`src/shared/spsa_params.svh`:
```
// Register map, field positions, reset values and counts of the reference pulse control block
`ifndef SPSA_PARAMS_SVH
`define SPSA_PARAMS_SVH
`define SPSA_ADDR_W 13
`define SPSA_OFF_PULSE 13'h005a
`define SPSA_OFF_TRIG 13'h005b
`define SPSA_OFF_BEAT_LO 13'h005c
`define SPSA_OFF_BEAT_HI 13'h005d
`define SPSA_OFF_INPUT 13'h0064
`define SPSA_OFF_DELAY 13'h0065
`define SPSA_OFF_MASK 13'h0071
`define SPSA_OFF_ID_LO 13'h0078
`define SPSA_OFF_ID_MID 13'h0079
`define SPSA_OFF_ID_HI 13'h007a
`define SPSA_OFF_ALARM_RB 13'h007b
`define SPSA_OFF_STATUS_RB 13'h007d
`define SPSA_BIT_REALIGN 2
`define SPSA_BIT_POLARITY 0
`define SPSA_BIT_HALVE 1
`define SPSA_BIT_LOWFREQ 0
`define SPSA_BIT_DLY_LP 0
`define SPSA_BIT_M_SYNCREQ 4
`define SPSA_BIT_M_PHASE 2
`define SPSA_BIT_M_ALIGN 1
`define SPSA_RST_MODE 3'h0
`define SPSA_RST_TRIG 8'h04
`define SPSA_RST_BEAT 12'h100
`define SPSA_RST_BYTE 8'h00
`define SPSA_BURST_1 3'h1
`define SPSA_BURST_2 3'h2
`define SPSA_BURST_4 3'h3
`define SPSA_BURST_8 3'h4
`define SPSA_BURST_16A 3'h5
`define SPSA_BURST_16B 3'h6
`define SPSA_INSTR_BITS 5'h10
`define SPSA_FRAME_BITS 5'h18
`endif

```
`src/shared/spsa_pkg.sv`:
```
// Types shared by the reference pulse control block
package spsa_pkg;
	typedef logic [2:0] spsa_burst_sel_t;
	typedef logic [11:0] spsa_beat_t;
	typedef enum logic [1:0] {PG_IDLE, PG_RUN, PG_HOLD} spsa_pg_state_t;
	localparam spsa_burst_sel_t SPSA_MODE_LEVEL = 3'h0;
	localparam spsa_burst_sel_t SPSA_MODE_CONT = 3'h7;
endpackage

```
`src/shared/spsa_reg_if.sv`:
```
// Register access carrier between the serial port and the register file
`timescale 1ns/1ps
`default_nettype none
interface spsa_reg_if;
	logic [12:0] addr;
	logic [7:0] wdata;
	logic [7:0] rdata;
	logic wr;
	modport port (output addr, output wdata, output wr, input rdata);
	modport regs (input addr, input wdata, input wr, output rdata);
endinterface
`default_nettype wire

```
`src/verilog/spsa_serial_port.sv`:
```
// Three-wire serial control port: 16-bit instruction then one data byte
`timescale 1ns/1ps
`default_nettype none
`include "spsa_params.svh"
module spsa_serial_port (
	input wire logic clk,
	input wire logic rst_n,
	input wire logic sclk_i,
	input wire logic sen_n_i,
	input wire logic sdio_i,
	output logic sdio_o,
	output logic sdio_oe,
	spsa_reg_if.port bus
);
	import spsa_pkg::*;
	logic [2:0] s1_r, s2_r;
	logic sclk_d_r;
	logic [4:0] cnt_r;
	logic [15:0] sh_r;
	logic [7:0] dout_r;
	logic rd_r;
	// Pins cross in through two flops; the serial clock must be far slower than clk
	wire sclk_s = s2_r[0];
	wire sen_n_s = s2_r[1];
	wire rise = sclk_s & ~sclk_d_r;
	wire fall = ~sclk_s & sclk_d_r;
	wire [15:0] sh_nxt = {sh_r[14:0], s2_r[2]};
	wire rd_phase = rd_r & (cnt_r >= `SPSA_INSTR_BITS) & (cnt_r < `SPSA_FRAME_BITS);
	assign bus.addr = sh_r[28-16:0];
	always_ff @(posedge clk) begin
		s1_r <= {sdio_i, sen_n_i, sclk_i};
		s2_r <= s1_r;
		sclk_d_r <= sclk_s;
		bus.wr <= 1'b0;
		if (!rst_n || sen_n_s) begin
			cnt_r <= 5'h00;
			rd_r <= 1'b0;
			sdio_o <= 1'b0;
			sdio_oe <= 1'b0;
			if (!rst_n) begin
				s1_r <= 3'h2;
				s2_r <= 3'h2;
				sh_r <= 16'h0000;
				dout_r <= 8'h00;
				bus.wdata <= 8'h00;
				bus.wr <= 1'b0;
			end
		end else if (rise && cnt_r < `SPSA_FRAME_BITS) begin
			cnt_r <= cnt_r + 5'h01;
			if (cnt_r < `SPSA_INSTR_BITS)
				sh_r <= sh_nxt;
			if (cnt_r == `SPSA_INSTR_BITS - 5'h01)
				rd_r <= sh_nxt[15];
			if (cnt_r >= `SPSA_INSTR_BITS)
				bus.wdata <= {bus.wdata[6:0], s2_r[2]};
			if (cnt_r == `SPSA_FRAME_BITS - 5'h01 && !rd_r)
				bus.wr <= 1'b1;
			if (cnt_r == `SPSA_INSTR_BITS - 5'h01)
				dout_r <= 8'h00;
		end else if (fall) begin
			sdio_oe <= rd_phase;
			if (rd_phase) begin
				sdio_o <= (cnt_r == `SPSA_INSTR_BITS) ? bus.rdata[7] : dout_r[7];
				dout_r <= (cnt_r == `SPSA_INSTR_BITS) ? {bus.rdata[6:0], 1'b0} : {dout_r[6:0], 1'b0};
			end
		end
	end
endmodule
`default_nettype wire

```
`src/verilog/spsa_pulse_gen.sv`:
```
// Reference pulse generator: level, finite burst or continuous, stepped on the beat
`timescale 1ns/1ps
`default_nettype none
`include "spsa_params.svh"
module spsa_pulse_gen (
	input wire logic clk,
	input wire logic rst_n,
	input wire logic beat,
	input wire spsa_pkg::spsa_burst_sel_t mode,
	input wire logic req,
	output logic pulse_o,
	output logic busy_o
);
	import spsa_pkg::*;
	spsa_pg_state_t st_r;
	logic req_d_r;
	logic [5:0] left_r;
	wire req_rise = req & ~req_d_r;
	wire is_level = (mode == SPSA_MODE_LEVEL);
	wire is_cont = (mode == SPSA_MODE_CONT);
	wire [5:0] edges = (mode == `SPSA_BURST_1) ? 6'h02 : (mode == `SPSA_BURST_2) ? 6'h04 :
		(mode == `SPSA_BURST_4) ? 6'h08 : (mode == `SPSA_BURST_8) ? 6'h10 : 6'h20;
	// Level and continuous runs end only on a low phase, so no runt pulse leaves
	wire keep = is_cont | (is_level & req);
	wire last = ~is_level & ~is_cont & (left_r == 6'h01);
	always_ff @(posedge clk) begin
		req_d_r <= req;
		if (!rst_n) begin
			st_r <= PG_IDLE;
			pulse_o <= 1'b0;
			busy_o <= 1'b0;
			left_r <= 6'h00;
			req_d_r <= 1'b0;
		end else begin
			unique case (st_r)
				PG_IDLE: begin
					if (keep || (req_rise && !is_level)) begin
						st_r <= PG_RUN;
						busy_o <= 1'b1;
						left_r <= edges;
					end
				end
				PG_RUN: begin
					if (beat) begin
						if ((is_level || is_cont) && !keep && !pulse_o) begin
							st_r <= PG_IDLE;
							busy_o <= 1'b0;
						end else begin
							pulse_o <= ~pulse_o;
							left_r <= left_r - 6'h01;
							if (last) begin
								st_r <= PG_HOLD;
								busy_o <= 1'b0;
							end
						end
					end
				end
				PG_HOLD: begin
					if (!req || is_level || is_cont)
						st_r <= PG_IDLE;
				end
			endcase
		end
	end
endmodule
`default_nettype wire

```
`src/verilog/spsa_ctrl.sv`:
```
// Top of the reference pulse, sync trigger, beat timer and alarm control block
// Contract
// - Burst code 000 runs pulses while a request is held, stops when removed.
// - Pulse requests come from general input, register command, or sync pin.
// - Codes 001 to 110 give bursts of 1, 2, 4, 8, 16, 16 pulses.
// - Code 111 gives continuous pulses at half duty.
// - Realign bit set aligns sync trigger to internal beat; clear bypasses it.
// - Polarity bit 0 is positive trigger, 1 negative; software keeps 0 off-primary.
// - Beat setpoint low byte in first register, high nibble in next.
// - Beat timer counting to setpoint paces sync and pulse events.
// - Halving bit divides the incoming reference by two before distribution.
// - Mask bit 4 lets sync request status reach the alarm.
// - Mask bit 2 lets output phase status reach the alarm.
// - Mask bit 1 lets reference sync status reach the alarm.
// - Read-only 24-bit identifier over three bytes, low, mid, high.
// - Delay low-power bit allows glitchy setpoint changes; clear keeps them glitch-free.
// - Combined alarm readable at bit 0 of alarm readback register.
// - Reference sync status reads 1 until first sync, then 0.
`timescale 1ns/1ps
`default_nettype none
`include "spsa_params.svh"
module spsa_ctrl #(
	// Arbitrary neutral identifier value
	parameter logic [23:0] PART_ID = 24'h5a3c01
) (
	input wire logic clk,
	input wire logic rst_n,
	input wire logic sclk_i,
	input wire logic sen_n_i,
	input wire logic sdio_i,
	output logic sdio_o,
	output logic sdio_oe,
	input wire logic sync_pin_i,
	input wire logic gpi_i,
	input wire logic gpi_pulse_sel_i,
	input wire logic reg_pulse_req_i,
	input wire logic reg_sync_req_i,
	input wire logic sync_pin_as_pulse_i,
	input wire logic phase_stable_i,
	output logic sysref_o,
	output logic pulse_busy_o,
	output logic beat_o,
	output logic sync_restart_o,
	output logic alarm_o,
	output logic halve_en_o,
	output logic half_phase_o,
	output logic lowfreq_bias_o,
	output logic delay_lowpower_o
);
	import spsa_pkg::*;
	// Reset words held as typed constants so single fields can be selected from them
	localparam logic [7:0] RST_TRIG = `SPSA_RST_TRIG;
	localparam logic [11:0] RST_BEAT = `SPSA_RST_BEAT;
	localparam logic [7:0] RST_BYTE = `SPSA_RST_BYTE;

	// ****************************************
	// Register file
	// ****************************************
	spsa_reg_if rif ();
	spsa_burst_sel_t mode_r;
	logic realign_r;
	logic polarity_r;
	logic [7:0] beat_lo_r;
	logic [3:0] beat_hi_r;
	logic halve_r;
	logic lowfreq_r;
	logic dly_lp_r;
	logic mask_syncreq_r;
	logic mask_phase_r;
	logic mask_align_r;
	wire hit_pulse = (rif.addr == `SPSA_OFF_PULSE);
	wire hit_trig = (rif.addr == `SPSA_OFF_TRIG);
	wire hit_beat_lo = (rif.addr == `SPSA_OFF_BEAT_LO);
	wire hit_beat_hi = (rif.addr == `SPSA_OFF_BEAT_HI);
	wire hit_input = (rif.addr == `SPSA_OFF_INPUT);
	wire hit_delay = (rif.addr == `SPSA_OFF_DELAY);
	wire hit_mask = (rif.addr == `SPSA_OFF_MASK);
	wire [7:0] wd = rif.wdata;

	spsa_serial_port u_port (
		.clk(clk),
		.rst_n(rst_n),
		.sclk_i(sclk_i),
		.sen_n_i(sen_n_i),
		.sdio_i(sdio_i),
		.sdio_o(sdio_o),
		.sdio_oe(sdio_oe),
		.bus(rif.port)
	);

	always_ff @(posedge clk) begin
		if (!rst_n) begin
			mode_r <= `SPSA_RST_MODE;
			realign_r <= RST_TRIG[`SPSA_BIT_REALIGN];
			polarity_r <= RST_TRIG[`SPSA_BIT_POLARITY];
			beat_lo_r <= RST_BEAT[7:0];
			beat_hi_r <= RST_BEAT[11:8];
		end else if (rif.wr) begin
			if (hit_pulse)
				mode_r <= wd[2:0];
			if (hit_trig) begin
				realign_r <= wd[`SPSA_BIT_REALIGN];
				polarity_r <= wd[`SPSA_BIT_POLARITY];
			end
			if (hit_beat_lo)
				beat_lo_r <= wd[7:0];
			if (hit_beat_hi)
				beat_hi_r <= wd[3:0];
		end
	end

	always_ff @(posedge clk) begin
		if (!rst_n) begin
			halve_r <= RST_BYTE[`SPSA_BIT_HALVE];
			lowfreq_r <= RST_BYTE[`SPSA_BIT_LOWFREQ];
			dly_lp_r <= RST_BYTE[`SPSA_BIT_DLY_LP];
			mask_syncreq_r <= RST_BYTE[`SPSA_BIT_M_SYNCREQ];
			mask_phase_r <= RST_BYTE[`SPSA_BIT_M_PHASE];
			mask_align_r <= RST_BYTE[`SPSA_BIT_M_ALIGN];
		end else if (rif.wr) begin
			if (hit_input) begin
				halve_r <= wd[`SPSA_BIT_HALVE];
				lowfreq_r <= wd[`SPSA_BIT_LOWFREQ];
			end
			if (hit_delay)
				dly_lp_r <= wd[`SPSA_BIT_DLY_LP];
			if (hit_mask) begin
				mask_syncreq_r <= wd[`SPSA_BIT_M_SYNCREQ];
				mask_phase_r <= wd[`SPSA_BIT_M_PHASE];
				mask_align_r <= wd[`SPSA_BIT_M_ALIGN];
			end
		end
	end

	// ****************************************
	// Input halving and distributed step
	// ****************************************
	// The distributed step marks every second clock while halving, keeping one clock domain
	logic half_r;
	wire dist_step = ~halve_r | half_r;

	always_ff @(posedge clk) begin
		if (!rst_n) begin
			half_r <= 1'b0;
			halve_en_o <= 1'b0;
			half_phase_o <= 1'b0;
		end else begin
			half_r <= halve_r & ~half_r;
			halve_en_o <= halve_r;
			half_phase_o <= halve_r & ~half_r;
		end
	end

	// ****************************************
	// Master beat timer
	// ****************************************
	spsa_beat_t beat_cnt_r;
	logic beat_r;
	wire spsa_beat_t beat_set = {beat_hi_r, beat_lo_r};
	wire beat_wrap = dist_step & (beat_cnt_r >= beat_set);

	// A setpoint lowered below the count wraps at once instead of rolling over 4096 steps
	always_ff @(posedge clk) begin
		if (!rst_n) begin
			beat_cnt_r <= 12'h000;
			beat_r <= 1'b0;
			beat_o <= 1'b0;
		end else begin
			beat_r <= beat_wrap;
			beat_o <= beat_wrap;
			if (beat_wrap)
				beat_cnt_r <= 12'h000;
			else if (dist_step)
				beat_cnt_r <= beat_cnt_r + 12'h001;
		end
	end

	// ****************************************
	// External trigger and general input
	// ****************************************
	logic trig_s1_r;
	logic trig_s2_r;
	logic trig_d_r;
	logic gpi_s1_r;
	logic gpi_s2_r;
	logic reg_sync_d_r;
	wire trig_lvl = trig_s2_r ^ polarity_r;
	wire trig_rise = trig_lvl & ~trig_d_r;
	wire reg_sync_rise = reg_sync_req_i & ~reg_sync_d_r;

	always_ff @(posedge clk) begin
		trig_s1_r <= sync_pin_i;
		trig_s2_r <= trig_s1_r;
		gpi_s1_r <= gpi_i;
		gpi_s2_r <= gpi_s1_r;
		trig_d_r <= trig_lvl;
		reg_sync_d_r <= reg_sync_req_i;
		if (!rst_n) begin
			trig_s1_r <= 1'b0;
			trig_s2_r <= 1'b0;
			gpi_s1_r <= 1'b0;
			gpi_s2_r <= 1'b0;
			trig_d_r <= 1'b0;
			reg_sync_d_r <= 1'b0;
		end
	end

	// ****************************************
	// Sync request scheduling
	// ****************************************
	// Pin edges feed the sync path unless the pin is assigned to the pulse generator
	wire sync_event = (trig_rise & ~sync_pin_as_pulse_i) | reg_sync_rise;
	logic sync_pend_r;
	logic unsync_r;
	// Realigned events wait for the beat; bypassed ones act at once with pin-dependent timing
	// A request left pending when realign is switched off is served at once, never stuck
	wire sync_serve = realign_r ? (sync_pend_r & beat_r) : (sync_event | sync_pend_r);
	wire sync_pend_nxt = (sync_event & realign_r) | (sync_pend_r & ~sync_serve);

	always_ff @(posedge clk) begin
		if (!rst_n) begin
			sync_pend_r <= 1'b0;
			unsync_r <= 1'b1;
			sync_restart_o <= 1'b0;
		end else begin
			sync_pend_r <= sync_pend_nxt;
			sync_restart_o <= sync_serve;
			if (sync_serve)
				unsync_r <= 1'b0;
		end
	end

	// ****************************************
	// Pulse generator
	// ****************************************
	wire pg_req_gpi = gpi_pulse_sel_i & gpi_s2_r;
	wire pg_req_pin = sync_pin_as_pulse_i & trig_lvl;
	wire pg_req = pg_req_gpi | reg_pulse_req_i | pg_req_pin;

	spsa_pulse_gen u_pg (
		.clk(clk),
		.rst_n(rst_n),
		.beat(beat_r),
		.mode(mode_r),
		.req(pg_req),
		.pulse_o(sysref_o),
		.busy_o(pulse_busy_o)
	);

	// ****************************************
	// Alarm
	// ****************************************
	// Phase status is active when unstable, so its source is the inverse of stable
	wire src_syncreq = mask_syncreq_r & sync_pend_r;
	wire src_phase = mask_phase_r & ~phase_stable_i;
	wire src_align = mask_align_r & unsync_r;
	wire alarm_nxt = src_syncreq | src_phase | src_align;

	always_ff @(posedge clk) begin
		if (!rst_n) begin
			alarm_o <= 1'b0;
			lowfreq_bias_o <= 1'b0;
			delay_lowpower_o <= 1'b0;
		end else begin
			alarm_o <= alarm_nxt;
			lowfreq_bias_o <= lowfreq_r;
			// Delay stage may glitch between setpoints while this is set
			delay_lowpower_o <= dly_lp_r;
		end
	end

	// ****************************************
	// Read back
	// ****************************************
	wire [7:0] rd_pulse = {5'h00, mode_r};
	wire [7:0] rd_trig = {5'h00, realign_r, 1'b0, polarity_r};
	wire [7:0] rd_beat_hi = {4'h0, beat_hi_r};
	wire [7:0] rd_input = {6'h00, halve_r, lowfreq_r};
	wire [7:0] rd_delay = {7'h00, dly_lp_r};
	wire [7:0] rd_mask = {3'h0, mask_syncreq_r, 1'b0, mask_phase_r, mask_align_r, 1'b0};
	wire [7:0] rd_alarm = {7'h00, alarm_o};
	wire [7:0] rd_status = {3'h0, sync_pend_r, 1'b0, phase_stable_i, unsync_r, 1'b0};
	wire [7:0] rd_id = (rif.addr == `SPSA_OFF_ID_LO) ? PART_ID[7:0] :
		(rif.addr == `SPSA_OFF_ID_MID) ? PART_ID[15:8] : PART_ID[23:16];
	wire hit_id = (rif.addr == `SPSA_OFF_ID_LO) | (rif.addr == `SPSA_OFF_ID_MID) |
		(rif.addr == `SPSA_OFF_ID_HI);

	assign rif.rdata = hit_pulse ? rd_pulse :
		hit_trig ? rd_trig :
		hit_beat_lo ? beat_lo_r :
		hit_beat_hi ? rd_beat_hi :
		hit_input ? rd_input :
		hit_delay ? rd_delay :
		hit_mask ? rd_mask :
		hit_id ? rd_id :
		(rif.addr == `SPSA_OFF_ALARM_RB) ? rd_alarm :
		(rif.addr == `SPSA_OFF_STATUS_RB) ? rd_status : 8'h00;
endmodule
`default_nettype wire

```
`config.mk`:
```
export PLATFORM = sky130hd
export DESIGN_NAME = spsa_ctrl
export DESIGN_NICKNAME = d
export VERILOG_FILES = /design/src/shared/spsa_pkg.sv /design/src/shared/spsa_reg_if.sv /design/src/verilog/spsa_serial_port.sv /design/src/verilog/spsa_pulse_gen.sv /design/src/verilog/spsa_ctrl.sv
export VERILOG_INCLUDE_DIRS = /design/src /design/src/shared
export SDC_FILE = /design/constraint.sdc
export NUM_CORES = 1
export LEC_CHECK = 0
export BUFFER_PORTS_ARGS = -buffer_cell sky130_fd_sc_hd__buf_2
export CAP_MARGIN = 20
export CORE_ASPECT_RATIO = 1.2
export CORE_UTILIZATION = 40
export CTS_CLUSTER_DIAMETER = 80
export DETAILED_ROUTE_END_ITERATION = 16
export RECOVER_POWER = 50
export SLEW_MARGIN = 15
export SYNTH_ARGS = -nofsm -noshare
export SYNTH_HDL_FRONTEND = slang
export SYNTH_SLANG_ARGS = --single-unit
```
`constraint.sdc`:
```
create_clock -name clk -period 6.35 [get_ports clk]
set_clock_uncertainty 0.1 [all_clocks]
set_input_delay 1.27 -clock clk [delete_from_list [all_inputs] [get_ports clk]]
set_output_delay 1.27 -clock clk [all_outputs]
set_load 0.05 [all_outputs]
```
==> results of run 1 <==
-- cells by family after synthesis --
family	Yosys count	share of synthesized area
adder cells (fa/ha/maj)	21	0.0493
multiplexers	25	0.0472
XOR/XNOR	16	0.0263
buffers and inverters	57	0.0423
AO/OA/AOI/OAI	104	0.142
AND/OR/NAND/NOR	218	0.234
flip-flops	107	0.459
-- cell type report --
cell class,instances,area (um^2)
Inverter,31,116
Sequential cell,107,2440
Clock inverter,4,48.8
Clock buffer,12,258
Fill cell,1241,6990
Timing Repair Buffer,25,118
Tap cell,164,205
Multi-Input combinational cell,384,2660
-- metal layers --
layer	part of all wire	vias to the layer above
li1	-	2000
met1	0.45	1910
met2	0.49	80
met3	0.041	20
met4	0.025	0
met5	0	-
-- Yosys cell counts, types with 5 or more instances --
cell      count
a211oi_1     17
a21o_1        5
a21oi_1      19
a31oi_1       5
and2_1       38
and3_1        9
clkbuf_1     23
dfxtp_1      77
edfxtp_1     30
ha_1         21
inv_1        30
mux2i_1      24
nand2_1      37
nand2b_1     11
nand3_1      12
nand4_1      13
nor2_1       45
nor2b_1      11
nor3_1        8
nor4b_1       5
o21ai_0      16
o31ai_1       6
xnor2_1       5
xor2_1       11
-- worst register-to-register path: stages, from the launching register on --
cell      delay (ps)
edfxtp_1         720
nor4b_1          450
nand4_1          290
nor2_4           390
mux2i_1          230
nor2_1            50
-- flip-flops by register name (all words and copies together), names as in the netlist, 2 cells and up --
register and cells:
u_port.sh_r 15, beat_cnt_r 12, beat_lo_r 8, u_port.bus.wdata 8, u_port.dout_r 7, u_pg.left_r 6, u_port.cnt_r 5, beat_hi_r 4
mode_r 3, u_port.s1_r 3, u_port.s2_r 3, u_pg.st_r 2
-- worst paths after layout --
kind / from / to / slack [ps] / cells past startpoint
min reg2reg: u_port.s2_r[0] / u_port.sclk_d_r / 290 / 0
min: u_port.s2_r[0] / u_port.sclk_d_r / 290 / 0
max reg2reg: u_port.sh_r[0] / beat_lo_r[6] / 3970 / 5
max: rst_n / u_port.dout_r[1] / 2050 / 5
-- report_power, final --
group          internal, mW  switching, mW
clock network         0.330          0.241
logic                 0.104          0.155
registers             0.736         0.0349
total                  1.17          0.431
-- through the flow --
stage	area [um^2]	worst slack, ps	util	power, mW
global placement	5560	2200	0.433	1.04
global route	5850	1660	0.456	1.67
finish	5850	2050	0.456	1.60
floorplan	5330	3710	-	0.982
CTS	5860	2470	0.457	1.62
detailed placement	5560	2110	0.433	1.04
==> impl_metrics.yaml, run 1 <==
timing:
  fin_setup_tns_ps: 0
  fin_crit_sh: 0.678
  fin_crit_ps: 4300
  max_slew_margin: 0.0968
  timing.final.hold_violations: 0
  finalMaxSlewViolations: 0
  timing.fmax_mhz: 232
  finalSetupViolations: 0
  fin_hold_ws_ps: 286
  rsz0062_at_grt: "false"
  tightest_slew_ps: 1350
setup_path:
  path_cells: "clkbuf_1, inv_2, nor2_2, nand2b_1, a2111oi_2"
  required_ps: 6400
  end_kind: "register"
  critPathMaxFanout: 45
  worst_path_max_delay_cell: "clkbuf_1"
  cp-start-kind: "input port"
  crit_type: "in -> reg"
  slowest_delay_ps: 960
  crit_family: "buffers and inverters"
  crit_buf_inv: 2
  cp.arrival_ps: 4360
placement:
  place_inst: 711
  hpwlAfterDp_mm: 8.25
  place_congestion: 0.834
  numPortBuffers: 22
die:
  rows: 45
  io_pins: 23
  core_area_mm2: 0.0128
  dieArea_mm2: 0.0138
  initial_core_util: 0.415
  fp.dieW_um: 107
  fp.dieH_um: 128
grt:
  met1_usage: 0.217
  grt_pass1_wl_mm: 19.6
  grt_pass1_vias: 4021
  antenna_found_initial: 0
  grt_overflow: 0
  grt_max_degree: 46
  track_usage: 0.184
  busiest_layer: "met2"
  grt_use_met2: 0.319
  grtUsageMet3: 0.0426
yosys:
  ys_async_sr_fraction: 0
  synth_top_area_share: 0.289
  ys.warnings.count: 0
  synth-seq-area-share: 0.459
  synth_area_mm2: 0.00533
  synth_nets: 581
  synth.distinct_cells: 70
  synth_edf_count: 30
  synth_area_leaders: "dfxtp_1, edfxtp_1, ha_1"
  postSynthAreaPerCell_um2: 9.72
  yosysTopAreaCell: "dfxtp_1"
  ys.flop_type: "dfxtp_1"
  syn_inst: 548
  synth-seq-cells: 107
run:
  maxCapViolCount: 0
power:
  peakVddDrop_uv: 211
  cellLeakagePower_nw: 2.11
  powerDensity_mw_per_mm2: 274
clock_network:
  cts_resized: 0
  holdBufCountCts: 0
  htreeDepth: 3
  clk_path_buf_depth: 2
  cts_made_buffers: 9
  cts_tree: "yes"
  clock_latency_ps: 350
  clk_pin_slew_ps: 70
  post_cts_buffers: 0
  cts.sinks: 107
  root_buffer: "clkbuf_16"
route:
  viasPerCell: 5.52
  drt_pass1_iterations: 5
  drc_errors: 0
  drt_iter0_drc: 276
  postRouteAntennaNets: 0
  wl_mm: 11.7
  vias: 4010
  drt-wirelength-per-cell_um: 16.1
final_layout:
  insertedDiodeCount: 0
  syn2layout_area_growth_pct: 9.82
  final_cell_mix: "dfxtp_1, nor2_1, nand2_1"
  final_common_cell: "dfxtp_1"
  nNetsFinal: 591
  drive_gt1_frac: 0.0924
  layout.cells.non_filler: 727
min_path:
  hold_path.class: "reg -> reg"
status:
  status: "completed"
No activity file was read; power rests on OpenSTA's default activity.
==> inputs of run 2 (changes only) <==
==> constraint.sdc (replaced) <==
create_clock -name clk -period 4.25 [get_ports clk]
set_clock_uncertainty 0.1 [all_clocks]
set_input_delay 0.85 -clock clk [delete_from_list [all_inputs] [get_ports clk]]
set_output_delay 0.85 -clock clk [all_outputs]
set_load 0.05 [all_outputs]
==> run 2 against run 1 <==
- die area unchanged
- critical path depth increased by 1
- clock power is 28% higher
- critical endpoint is now u_port.dout_r[5]
==> impl_metrics.yaml, run 2 (same netlist as run 1, synthesis figures left out) <==
setup_path:
  required_ps: 4240
  r2r-end: "u_port.dout_r[1]"
  cp.arrival_ps: 2700
  r2r_slack_ps: 1760
  slowest_delay_ps: 1030
  worst_path_max_delay_cell: "inv_1"
  critPathMaxFanout: 45
  cp-start-kind: "input port"
  rr_startpoint: "u_port.sh_r[2]"
  setup.worst_path.start: "rst_n"
  reg2reg_depth: 5
  path_cells: "clkbuf_1, inv_1, nor2_1, buf_4, nand2b_1, nor3_1"
  end_kind: "register"
  crit_type: "in -> reg"
route:
  postRouteAntennaNets: 0
  vias: 4038
  drc_errors: 0
  drt-wirelength-per-cell_um: 16.1
  viasPerCell: 5.54
  drt_iter0_drc: 262
  drt_pass1_iterations: 4
  wl_mm: 11.8
clock_network:
  htreeDepth: 3
  clk_path_buf_depth: 2
  clock_latency_ps: 350
  post_cts_buffers: 0
  cts_made_buffers: 9
  cts.sinks: 107
  root_buffer: "clkbuf_16"
  cts_resized: 0
  cts_tree: "yes"
  clk_pin_slew_ps: 70
  holdBufCountCts: 0
placement:
  place_inst: 713
  numPortBuffers: 22
  hpwlAfterDp_mm: 8.37
  place_congestion: 0.858
power:
  internal_power_mw: 1.65
  p_switching_uw: 621
  clockPowerShare: 0.323
  p_sw_frac: 0.274
  power_frac_comb: 0.169
  powerDensity_mw_per_mm2: 391
  cellLeakagePower_nw: 2.07
  power_frac_seq: 0.508
  total_power_mw: 2.27
  peakVddDrop_uv: 285
final_layout:
  top_register: "u_port.sh_r"
  drive_gt1_frac: 0.0761
  largest_reg_flops: 15
  post-route-util: 0.452
  final_cell_mix: "dfxtp_1, nor2_1, nand2_1"
  insertedDiodeCount: 0
  layout.cells.non_filler: 729
  syn2layout_area_growth_pct: 8.88
  largestRegisters: "u_port.sh_r x15, beat_cnt_r x12"
  nFillCells: 1275
  final_common_cell: "dfxtp_1"
  nNetsFinal: 593
timing:
  timing.final.hold_violations: 0
  rsz0062_at_grt: "false"
  timing.fmax_mhz: 369
  max_slew_margin: 0.0277
  tightest_slew_ps: 1460
  fin_hold_ws_ps: 304
  fin_crit_ps: 2710
  fin_crit_sh: 0.637
  fin_setup_tns_ps: 0
  finalMaxSlewViolations: 0
  finalSetupViolations: 0
grt:
  grt_max_degree: 46
  track_usage: 0.186
  grt_pass1_vias: 4100
  grt_overflow: 0
  grt_pass1_wl_mm: 20.1
  antenna_found_initial: 0
die:
  io_pins: 23
  core_area_mm2: 0.0128
  dieArea_mm2: 0.0138
  initial_core_util: 0.415
  fp.dieW_um: 107
  rows: 45
  fp.dieH_um: 128
min_path:
  hold_path.class: "reg -> reg"
  min-delay-start: "u_port.s2_r[0]"
  min_to: "u_port.sclk_d_r"
  hold_depth: 0
run:
  maxCapViolCount: 0
status:
  status: "completed"
run 2: routing by layer:
layer / wire, um / vias up / global-route usage
li1: - / 1996 / -
met1: 5180 / 1927 / 0.223
met2: 5730 / 91 / 0.318
met3: 504 / 24 / 0.0380
met4: 344 / 0 / 0.0919
met5: 0 / - / 0
run 2: worst max-delay path, delay by kind of cell:
family | cells | cell delay (ps)
buf+inv | 3 | 1370
simple gates | 3 | 470
run 2: worst max path at each step:
| stage | slack, ps | end |
|---|---|---|
| final | 1540 | u_port.dout_r[5] |
| after global routing | 1330 | u_port.sh_r[8] |
| after CTS | 1800 | u_port.dout_r[1] |
| after detailed placement | 1620 | u_port.dout_r[5] |
| after global placement | 1660 | u_port.dout_r[5] |
| after floorplan | 1720 | u_port.sh_r[0] |
run 2: power groups by stage:
stage | Sequential (mW) | Clock (mW) | Combinational [mW]
global placement | 1.17 | 0 | 0.376
finish | 1.15 | 0.732 | 0.382
global route | 1.16 | 0.802 | 0.428
detailed placement | 1.17 | 0 | 0.385
floorplan | 1.17 | 0 | 0.300
CTS | 1.15 | 0.760 | 0.387
run 2: cell type report:
| class | instances | area [um^2] | area share |
|---|---|---|---|
| flip-flops and latches | 107 | 2440 | 0.421 |
| clock buffers | 12 | 236 | 0.0408 |
| clock inverters | 4 | 17.5 | 0.00302 |
| well taps | 164 | 205 | 0.0354 |
| repair buffers | 27 | 123 | 0.0211 |
| multi-input cells | 384 | 2660 | 0.458 |
| inverters | 31 | 116 | 0.0201 |
run 2: metrics by stage:
| step | instance area (um^2) | setup WS (ps) |
|---|---|---|
| after floorplan | 5330 | 1720 |
| after global placement | 5570 | 1660 |
| after detailed placement | 5570 | 1620 |
| after CTS | 5820 | 1800 |
| after global routing | 5800 | 1330 |
| final | 5800 | 1540 |
==> inputs of run 3 (changes only) <==
==> constraint.sdc (replaced) <==
create_clock -name clk -period 2.3 [get_ports clk]
set_clock_uncertainty 0.1 [all_clocks]
set_input_delay 0.46 -clock clk [delete_from_list [all_inputs] [get_ports clk]]
set_output_delay 0.46 -clock clk [all_outputs]
set_load 0.05 [all_outputs]
==> run 3 against run 2 <==
- hold slack got worse by 110 ps
- design area increased by 3.4%
- via count grew 3.0%
- combinational power is 99% higher
- sequential power rose by 84%
- worst setup slack got worse by 1400 ps
- sequential share of layout area fell by 1.4 points
- critical path depth decreased by 1
==> impl_metrics.yaml, run 3 (same netlist as run 1, synthesis figures left out) <==
power:
  power_frac_comb: 0.174
  clockPowerShare: 0.343
  p_sw_frac: 0.288
  cellLeakagePower_nw: 2.18
  internal_power_mw: 3.12
  peakVddDrop_uv: 507
  power_frac_seq: 0.484
  powerDensity_mw_per_mm2: 729
  p_switching_mw: 1.26
final_layout:
  top_register: "u_port.sh_r"
  post-route-util: 0.467
  final_cell_mix: "dfxtp_1, nor2_1, nand2_1"
  largestRegisters: "u_port.sh_r x15, beat_cnt_r x12"
  drive_gt1_frac: 0.116
  layout.cells.non_filler: 748
  largest_reg_flops: 15
  nFillCells: 1217
  multi_input_area_mm2: 0.00267
  regArea_mm2: 0.00244
  insertedDiodeCount: 0
  final_common_cell: "dfxtp_1"
  nNetsFinal: 612
  syn2layout_area_growth_pct: 12.6
die:
  io_pins: 23
  rows: 45
  fp.dieH_um: 128
  fp.dieW_um: 107
  initial_core_util: 0.415
  core_area_mm2: 0.0128
  dieArea_mm2: 0.0138
route:
  drc_errors: 0
  postRouteAntennaNets: 0
  drt-wirelength-per-cell_um: 16.4
  vias: 4160
  wl_mm: 12.2
  drt_iter0_drc: 249
  drt_pass1_iterations: 4
  viasPerCell: 5.56
grt:
  track_usage: 0.188
  antenna_found_initial: 0
  grt_overflow: 0
  grt_max_degree: 31
  grt_pass1_vias: 4098
  grt_pass1_wl_mm: 20.1
clock_network:
  holdBufCountCts: 0
  root_buffer: "clkbuf_16"
  clock_latency_ps: 350
  cts.sinks: 107
  cts_tree: "yes"
  clk_path_buf_depth: 2
  htreeDepth: 3
  clk_pin_slew_ps: 70
  cts_made_buffers: 9
setup_path:
  end_kind: "register"
  r2r_slack_ps: 110
  required_ps: 2400
  slowest_delay_ps: 650
  cp.arrival_ps: 2290
  worst_path_max_delay_cell: "or4b_1"
  cp-start-kind: "register"
  critPathMaxFanout: 3
  path_cells: "or4b_1, nor4_4, o2bb2ai_1, o221ai_1, a21oi_1"
  crit_buf_inv: 0
  crit_type: "reg -> reg"
  crit_family: "simple AND/OR/NAND/NOR gates"
placement:
  place_inst: 731
  hpwlAfterDp_mm: 8.92
  numPortBuffers: 22
  place_congestion: 0.838
timing:
  fin_crit_ps: 2190
  fin_crit_sh: 0.952
  finalSetupViolations: 0
  timing.fmax_mhz: 457
  fin_setup_tns_ps: 0
  tightest_slew_ps: 1100
  finalMaxSlewViolations: 0
  timing.final.hold_violations: 0
  rsz0062_at_grt: "false"
  max_slew_margin: 0.264
run:
  maxCapViolCount: 0
status:
  status: "completed"
min_path:
  hold_path.class: "in -> reg"
## run 3: metal layers
metal / GRT usage / part of all wire / wire, um / up-vias
li1: - / - / - / 2038
met1: 0.226 / 0.44 / 5420 / 2036
met2: 0.331 / 0.51 / 6270 / 72
met3: 0.0289 / 0.031 / 378 / 14
met4: 0.0806 / 0.013 / 163 / 0
met5: 0 / 0 / 0 / -
## run 3: area by class of cell
| class | count | area share |
|---|---|---|
| sequential | 107 | 0.407 |
| clock inverter | 6 | 0.00772 |
| tap | 164 | 0.0342 |
| inverter | 31 | 0.0194 |
| multi-input combinational | 384 | 0.445 |
| timing repair buffer | 46 | 0.0461 |
| clock buffer | 10 | 0.0398 |
## run 3: stage by stage
stage	cell area (um^2)	setup WS (ps)	hold WS, ps	power [mW]
after floorplan	5330	169	251	2.71
after global placement	5720	178	280	2.89
after detailed placement	5720	116	277	2.91
after CTS	6000	98.3	180	4.41
after global routing	6000	8.51	184	4.59
final	6000	109	191	4.37
## run 3: what timing repair did
action	4_1_cts	5_1_grt
endpoints found under the setup margin	0	5
gates resized for setup	0	2
setup buffers	0	1
## run 3: power groups by stage
stage	combinational (mW)	clock (mW)	sequential [mW]
6_report	0.759	1.50	2.12
2_1_floorplan	0.555	0	2.16
4_1_cts	0.762	1.54	2.11
3_3_place_gp	0.734	0	2.15
3_5_place_dp	0.757	0	2.16
5_1_grt	0.846	1.62	2.13
## run 3: worst paths after layout
| path | startpoint | end | depth (start not counted) |
|---|---|---|---|
| setup reg to reg | u_port.sh_r[10] | u_port.dout_r[2] | 5 |
| hold reg to reg | u_port.s2_r[0] | u_port.sclk_d_r | 0 |
| hold / removal | sen_n_i | u_port.s1_r[1] | 2 |
| setup / recovery | u_port.sh_r[10] | u_port.dout_r[2] | 5 |
